`config.mk`:
```
export PLATFORM = sky130hd
export DESIGN_NAME = trig_route
export DESIGN_NICKNAME = d
export VERILOG_FILES = /design/src/include/trig_route_pkg.sv /design/src/core/pin_sync3.sv /design/src/core/trig_route.sv
export VERILOG_INCLUDE_DIRS = /design/src /design/src/include
export SDC_FILE = /design/constraint.sdc
export NUM_CORES = 1
export LEC_CHECK = 0
export BUFFER_PORTS_ARGS = -buffer_cell sky130_fd_sc_hd__buf_2
export CORE_MARGIN = 2
export CORE_UTILIZATION = 23
export DETAILED_ROUTE_END_ITERATION = 10
export GPL_ROUTABILITY_DRIVEN = 1
export HOLD_SLACK_MARGIN = 0.03
export PLACE_DENSITY = 0.43
export SETUP_SLACK_MARGIN = 0.5
export SYNTH_ARGS = -nofsm -noshare
export SYNTH_HDL_FRONTEND = slang
export SYNTH_SLANG_ARGS = --single-unit
export TNS_END_PERCENT = 5
```
`constraint.sdc`:
```
create_clock -name clk_i -period 1.4 [get_ports clk_i]
set_clock_uncertainty 0.2 [all_clocks]
set_input_delay 0.28 -clock clk_i [delete_from_list [all_inputs] [get_ports clk_i]]
set_output_delay 0.28 -clock clk_i [all_outputs]
set_load 0.01 [all_outputs]
```
`src/include/trig_route_defs.svh`:
```
`ifndef TRIG_ROUTE_DEFS_SVH
`define TRIG_ROUTE_DEFS_SVH

// ==========================================================
// converter operating mode encodings
`define MODE_SEQUENTIAL        2'h0
`define MODE_PARALLEL          2'h1
`define MODE_PARALLEL_INDEP    2'h2

// ==========================================================
// pwm output source select encodings
`define PWM_SRC_GENERATOR      3'h0
`define PWM_SRC_LIMIT          3'h1
`define PWM_SRC_TIMER          3'h2
`define PWM_SRC_GPIO           3'h3

// ==========================================================
// reset values of the routing selects, and the pwm channel count
`define RESET_TIMER_SEL        1'h0
`define RESET_PWM_SRC          3'h0
`define PWM_CHANNELS           6

`endif

```
`src/include/trig_route_pkg.sv`:
```
`default_nettype none

package trig_route_pkg;

  // ========================================================
  // types
  typedef logic [1:0] conv_mode_t;
  typedef logic [2:0] pwm_src_t;

endpackage : trig_route_pkg

`default_nettype wire

```
`src/core/pin_sync3.sv`:
```
`timescale 1ns/100ps
`default_nettype none

// ==========================================================
// three-stage synchroniser; output changes when stages 2 and 3 agree
module pin_sync3
(
  // clock and reset
  input  wire logic clk_i,
  input  wire logic arst_n_i,
  // pin in, clean level out
  input  wire logic pin_i,
  output logic      level_o
);

  logic [2:0] stage_reg;
  logic [2:0] stage_next;
  logic       level_reg;
  logic       level_next;

  // shift chain and agreement filter
  always_comb
  begin
    stage_next = {stage_reg[1:0], pin_i};
    level_next = (stage_reg[1] == stage_reg[2]) ? stage_reg[2] : level_reg;
  end

  always_ff @(posedge clk_i or negedge arst_n_i)
  begin
    if (!arst_n_i)
    begin
      stage_reg <= 3'h0;
      level_reg <= 1'h0;
    end
    else
    begin
      stage_reg <= stage_next;
      level_reg <= level_next;
    end
  end

  assign level_o = level_reg;

endmodule : pin_sync3

`default_nettype wire

```
`src/core/trig_route.sv`:
```
// Overview of operation
// - pwm reload pulse selectable as timer channel-3 input
// - timer channel 3 output drives master trigger
// - timer channel 2 output drives converter b trigger
// - master trigger starts both converters, seq/parallel
// - b trigger starts converter b, parallel independent
// - limits, timers, gpio may drive pwm outputs
// - selects come from system integration control bits
// - active-low asserted low, active-high asserted high
`timescale 1ns/100ps
`default_nettype none
`include "trig_route_defs.svh"

module trig_route
(
  // clock and reset
  input  wire logic                       clk_i,
  input  wire logic                       arst_n_i,
  // system integration control bits
  input  wire logic                       timer_sel_reload_i,
  input  wire trig_route_pkg::conv_mode_t conv_mode_i,
  input  wire trig_route_pkg::pwm_src_t   pwm_src_i,
  // timer module a
  input  wire logic                       timer_ch3_pin_i,
  input  wire logic                       timer_ch2_out_i,
  input  wire logic                       timer_ch3_out_i,
  output logic                            timer_ch3_in_o,
  // pwm generator
  input  wire logic                       pwm_reload_sync_i,
  input  wire logic [5:0]                 pwm_gen_i,
  output logic [5:0]                      pwm_out_o,
  // pwm alternative sources
  input  wire logic [5:0]                 conv_over_limit_i,
  input  wire logic [5:0]                 conv_under_limit_i,
  input  wire logic [5:0]                 timer_out_i,
  input  wire logic [5:0]                 gpio_pin_i,
  // converter starts and triggers
  output logic                            conv_a_start_o,
  output logic                            conv_b_start_o,
  output logic                            conv_master_trig_o,
  output logic                            conv_b_trig_o
);
  import trig_route_pkg::*;

  // ========================================================
  // state
  logic       sel_reg;
  logic       sel_next;
  conv_mode_t mode_reg;
  conv_mode_t mode_next;
  pwm_src_t   src_reg;
  pwm_src_t   src_next;
  logic       ch3_prev_reg;
  logic       ch3_prev_next;
  logic       ch2_prev_reg;
  logic       ch2_prev_next;
  logic       a_start_reg;
  logic       a_start_next;
  logic       b_start_reg;
  logic       b_start_next;
  logic       mtrig_reg;
  logic       mtrig_next;
  logic       btrig_reg;
  logic       btrig_next;
  logic [5:0] pwm_reg;
  logic [5:0] pwm_next;
  logic [5:0] gpio_lvl;
  logic       ch3_in;
  logic       master_ev;
  logic       b_ev;

  // ========================================================
  // gpio pins pass four flops (three stages and the level register)
  genvar g;
  generate
    for (g = 0; g < `PWM_CHANNELS; g = g + 1)
    begin : gpio_sync
      pin_sync3 u_sync
      (
        .clk_i   (clk_i),
        .arst_n_i(arst_n_i),
        .pin_i   (gpio_pin_i[g]),
        .level_o (gpio_lvl[g])
      );
    end
  endgenerate

  // edge to single-cycle pulse
  function automatic logic rise(input logic now, input logic prev);
    rise = now & ~prev;
  endfunction : rise

  // channel-3 input mux
  assign ch3_in = sel_reg ? pwm_reload_sync_i : timer_ch3_pin_i;

  // trigger events from timer outputs
  assign master_ev = rise(timer_ch3_out_i, ch3_prev_reg);
  assign b_ev      = rise(timer_ch2_out_i, ch2_prev_reg);

  // next-state of selects, triggers and pwm outputs
  always_comb
  begin
    sel_next      = timer_sel_reload_i;
    mode_next     = conv_mode_i;
    src_next      = pwm_src_i;
    ch3_prev_next = timer_ch3_out_i;
    ch2_prev_next = timer_ch2_out_i;
    mtrig_next    = master_ev;
    btrig_next    = b_ev;
    a_start_next  = 1'h0;
    b_start_next  = 1'h0;
    if (master_ev && mode_reg != `MODE_PARALLEL_INDEP)
    begin
      a_start_next = 1'h1;
      b_start_next = 1'h1;
    end
    if (b_ev && mode_reg == `MODE_PARALLEL_INDEP)
      b_start_next = 1'h1;
    if (master_ev && mode_reg == `MODE_PARALLEL_INDEP)
      a_start_next = 1'h1;
    unique case (src_reg)
      `PWM_SRC_LIMIT:  pwm_next = conv_over_limit_i & ~conv_under_limit_i;
      `PWM_SRC_TIMER:  pwm_next = timer_out_i;
      `PWM_SRC_GPIO:   pwm_next = gpio_lvl;
      default:         pwm_next = pwm_gen_i;
    endcase
  end

  // registers; reset routes the channel-3 pin and the pwm generator
  always_ff @(posedge clk_i or negedge arst_n_i)
  begin
    if (!arst_n_i)
    begin
      sel_reg      <= `RESET_TIMER_SEL;
      mode_reg     <= `MODE_SEQUENTIAL;
      src_reg      <= `RESET_PWM_SRC;
      ch3_prev_reg <= 1'h0;
      ch2_prev_reg <= 1'h0;
      a_start_reg  <= 1'h0;
      b_start_reg  <= 1'h0;
      mtrig_reg    <= 1'h0;
      btrig_reg    <= 1'h0;
      pwm_reg      <= 6'h00;
    end
    else
    begin
      sel_reg      <= sel_next;
      mode_reg     <= mode_next;
      src_reg      <= src_next;
      ch3_prev_reg <= ch3_prev_next;
      ch2_prev_reg <= ch2_prev_next;
      a_start_reg  <= a_start_next;
      b_start_reg  <= b_start_next;
      mtrig_reg    <= mtrig_next;
      btrig_reg    <= btrig_next;
      pwm_reg      <= pwm_next;
    end
  end

  // outputs
  assign timer_ch3_in_o     = ch3_in;
  assign conv_a_start_o     = a_start_reg;
  assign conv_b_start_o     = b_start_reg;
  assign conv_master_trig_o = mtrig_reg;
  assign conv_b_trig_o      = btrig_reg;
  assign pwm_out_o          = pwm_reg;

  // ========================================================
  // assertions
  a_ch3_mux_sel: assert property
    (@(posedge clk_i) disable iff (!arst_n_i)
     ($past(timer_sel_reload_i) && $past(arst_n_i))
     |-> timer_ch3_in_o == pwm_reload_sync_i)
    else $error("channel 3 input not reload pulse");
  a_master_trig: assert property
    (@(posedge clk_i) disable iff (!arst_n_i)
     $rose(timer_ch3_out_i) |=> conv_master_trig_o)
    else $error("master trigger missed");
  a_b_trig: assert property
    (@(posedge clk_i) disable iff (!arst_n_i)
     $rose(timer_ch2_out_i) |=> conv_b_trig_o)
    else $error("converter b trigger missed");
  a_both_start: assert property
    (@(posedge clk_i) disable iff (!arst_n_i)
     ($rose(timer_ch3_out_i) && mode_reg != `MODE_PARALLEL_INDEP)
     |=> conv_a_start_o && conv_b_start_o)
    else $error("both converters not started");
  a_b_only: assert property
    (@(posedge clk_i) disable iff (!arst_n_i)
     (conv_b_trig_o && !conv_master_trig_o && mode_reg != `MODE_PARALLEL_INDEP
      && $past(mode_reg) == mode_reg) |-> !conv_b_start_o)
    else $error("b trigger outside independent mode");
  a_b_indep: assert property
    (@(posedge clk_i) disable iff (!arst_n_i)
     ($rose(timer_ch2_out_i) && mode_reg == `MODE_PARALLEL_INDEP)
     |=> conv_b_start_o)
    else $error("converter b not started in independent mode");
  a_pwm_timer: assert property
    (@(posedge clk_i) disable iff (!arst_n_i)
     src_reg == `PWM_SRC_TIMER |=> pwm_out_o == $past(timer_out_i))
    else $error("pwm not driven by timer");
  a_sel_follow: assert property
    (@(posedge clk_i) disable iff (!arst_n_i)
     1'b1 |=> src_reg == $past(pwm_src_i))
    else $error("select bits not taken");
  a_pulse_single: assert property
    (@(posedge clk_i) disable iff (!arst_n_i)
     conv_master_trig_o |=> !conv_master_trig_o)
    else $error("trigger wider than one cycle");
  c_master: cover property (@(posedge clk_i) disable iff (!arst_n_i)
    conv_a_start_o && conv_b_start_o);
  c_b_only: cover property (@(posedge clk_i) disable iff (!arst_n_i)
    conv_b_start_o && !conv_a_start_o);
  c_gpio_src: cover property (@(posedge clk_i) disable iff (!arst_n_i)
    src_reg == `PWM_SRC_GPIO && |pwm_out_o);

endmodule : trig_route

`default_nettype wire

```
==> run summary <==
The async set or reset register ratio after synthesis came out at 1.00. The die width came out at ~80 um. The synthesized flop and latch total came out at 41. The portion of the post-synthesis area used by sequential elements is 0.735. The placed wire-length estimate after detailed placement came out at just under 2 mm. Clock-pin slew was measured on the worst setup and hold paths at roughly 0.08 ns. The fmax is roughly 0.64 GHz. STA classifies the critical path startpoint as a flip-flop. The latest clock arrival within the worst-skew pair is a little under 0.3 ns.

Headroom to the max-slew limit came out at 0.719. The final reports fail on hold timing, setup timing. Buffers placed on the I/O ports in this run total 52. The number of flops mapped to enable cells by yosys is 0. The setup check on the worst reg-to-reg path leaves a slack of -0.02 ns. The critical path in this run is classified as reg -> out. The final-report hold violation count is 56. The total nets after synthesis came out at 131. The library cell used most frequently in the layout, excluding fill and tap cells, is sky130_fd_sc_hd__buf_2. The routability congestion estimate came out at approximately 0.65.

The TritonCTS clock tree is built. The number of DRC violations after detailed-routing iteration 0 came out at 27. The filler cell count came out at approximately 600. The pin count of the biggest net entering global routing came out at 31. The number of antenna violations at the first check in global routing is 0. STA classifies the critical path endpoint as an output pin. The remaining global-route overflow is 0. The post-route antenna net violation count came out at 0. The pre-CTS worst setup slack is -0.0510 ns. The most used flip-flop cell after synthesis is sky130_fd_sc_hd__dfrtp_1. The worst hold slack came out at -0.328 ns. The arrival time at the worst endpoint came out at between 1 and 1.5 ns. The number of iterations in the first detailed-routing pass came out at 4. In the synthesized netlist, the number of instances is between 80 and 90. The global-route usage over all layers came out at 0.0875. Across the run, the number of max-cap violations was 0. The fraction of the core area covered by cells at the end of the flow came out at 0.321. The synthesized area divided by synthesized cell count is about 16 um2. The effective utilization at floorplan came out at 0.237.

The measured slew at the worst slew-check pin came out at ~0.42 ns. Along the worst path, the maximum fanout reaches 1. The power per cell area came out at approximately 1200 nW/um2. The min-delay analysis places its worst path in the category in -> async. The floorplan core area is 5890 um2. The die covers between 6000 and 7000 um2. The wire length after detailed routing is around 2.6 mm. The maximum root-to-sink buffer count is 2. The number of nets in the final layout came out at 190. CTS saw around 40 sinks. The count of pins over their slew limit came out at 0. The number of setup violations in the final report is 2. The number of H-tree levels is 2. The die is between 80 and 90 um tall. In this run the count of I/O pins placed on the die edge is 53. The number of buffers added by the clock tree synthesis step is 5.

In the routed layout, each cell is associated on average with a via count of between 4 and 5. After layout, the worst setup slack is -0.155 ns. The summed instance area of the synthesized netlist came out at approximately 1400 um2.

The multi-input logic area is 365 um2. Clock tree synthesis selected as its root buffer the cell sky130_fd_sc_hd__clkbuf_8. Counting I/O delays and the setup requirement, the final critical path takes around 1.6 ns. In the layout the commonest cells are sky130_fd_sc_hd__buf_2 (51), sky130_fd_sc_hd__dfrtp_1 (39), sky130_fd_sc_hd__maj3_2 (6), sky130_fd_sc_hd__clkbuf_8 (6). The run finished, with violations left. The global-route wire length before repair is 4.29 mm. The distinct cell type count after synthesis is 25. The number of antenna diodes in the final layout is 0. The detailed-route DRC error count came out at 0.

The area added between synthesis and finish is 35.1%. The period utilization came out at 1.11. Detailed routing inserted a total of slightly above 900 vias. The static leakage power is between 0.9 and 1 nW. The count of yosys warnings during synthesis is 0. The number of setup buffers added after CTS is 0. The required time at the endpoint of the critical path came out at a little over 0.9 ns. The combined flip-flop and latch cell area came out at ~1000 um2. The detail-routed net length per standard cell is about 12 um. In the final layout, the share of cells above drive strength 1 is 0.541. The number of flip-flops in the largest register is 18.

The count of standard-cell rows came out at 28. The via count of the first global-routing pass is 1000. The worst ir drop on vdd is ~460 uV. Setup repair after global routing could not meet its margin everywhere.
cell type report:
| type | count | share of cell area |
|---|---|---|
| clock inverter | 1 | 0.00398 |
| clock buffer | 6 | 0.0438 |
| multi-input combinational | 43 | 0.194 |
| timing repair buffer | 55 | 0.160 |
| inverter | 2 | 0.00398 |
| tap | 75 | 0.0497 |
| sequential | 41 | 0.545 |
routing by layer:
metal	vias up	wire length, um	GRT usage
li1	423	-	-
met1	428	1050	0.0912
met2	47	1230	0.151
met3	7	302	0.0418
met4	0	48	0.0350
met5	-	0	0
critical path, cell delays in order (launching register included):
cell and delay [ns]:
sky130_fd_sc_hd__dfrtp_1 0.33, sky130_fd_sc_hd__mux2_2 0.33, sky130_fd_sc_hd__buf_6 0.12
logic make-up after synthesis:
| kind of cell | count (synthesis) | share of synthesized area |
|---|---|---|
| AOI/OAI and AO/OA | 10 | 0.0564 |
| adders and majority gates | 6 | 0.0430 |
| buffers and inverters | 5 | 0.0224 |
| DFF | 41 | 0.735 |
| muxes | 7 | 0.0564 |
| and+or+nand+nor | 20 | 0.0869 |
synthesized netlist by cell type (all sizes together), types with 2 or more instances:
cell,count,area share
a22oi,3,0.016
buf,3,0.017
dfrtp,41,0.73
inv,2,0.0054
maj3,6,0.043
mux2,7,0.056
nand2,5,0.013
nand3b,3,0.016
nor2,2,0.0054
nor2b,5,0.022
power breakdown:
group	switching (W)	internal [W]
clock network	0.000388	0.000390
registers	0.0000403	0.00126
logic	0.0000946	0.000131
total	0.000522	0.00178
final timing paths:
check	start	to	cells after the start
min in group clk_i	gpio_pin_i[0]	gpio_sync[0].u_sync.stage_reg[0]	1
hold reg to reg	gpio_sync[2].u_sync.stage_reg[0]	gpio_sync[2].u_sync.stage_reg[1]	0
setup / recovery	sel_reg	timer_ch3_in_o	2
hold / removal	arst_n_i	gpio_sync[4].u_sync.stage_reg[2]	1
max in group asynchronous	arst_n_i	src_reg[1]	2
setup reg to reg	src_reg[0]	pwm_out_o[0]	3
stage by stage:
stage	total power, W	hold WS, ns	cell area, um2	setup TNS [ns]	std cells
after floorplan	0.00141	-0.216	1410	0	89
after global placement	0.00153	-0.0156	1770	-0.0159	216
after detailed placement	0.00154	-0.0159	1770	-0.104	216
after CTS	0.00235	-0.334	1880	-0.185	223
after global routing	0.00245	-0.328	1890	-0.293	223
final	0.00230	-0.328	1890	-0.170	223
what timing repair did:
action / in CTS / in global routing
pin swaps: 7 / 7
setup endpoints to repair: 24 / 24
hold endpoints to repair: 60 / 58
resized for setup: 10 / 2
cloned: 0 / 0
Note: power is estimated with default switching activity, not from simulation.
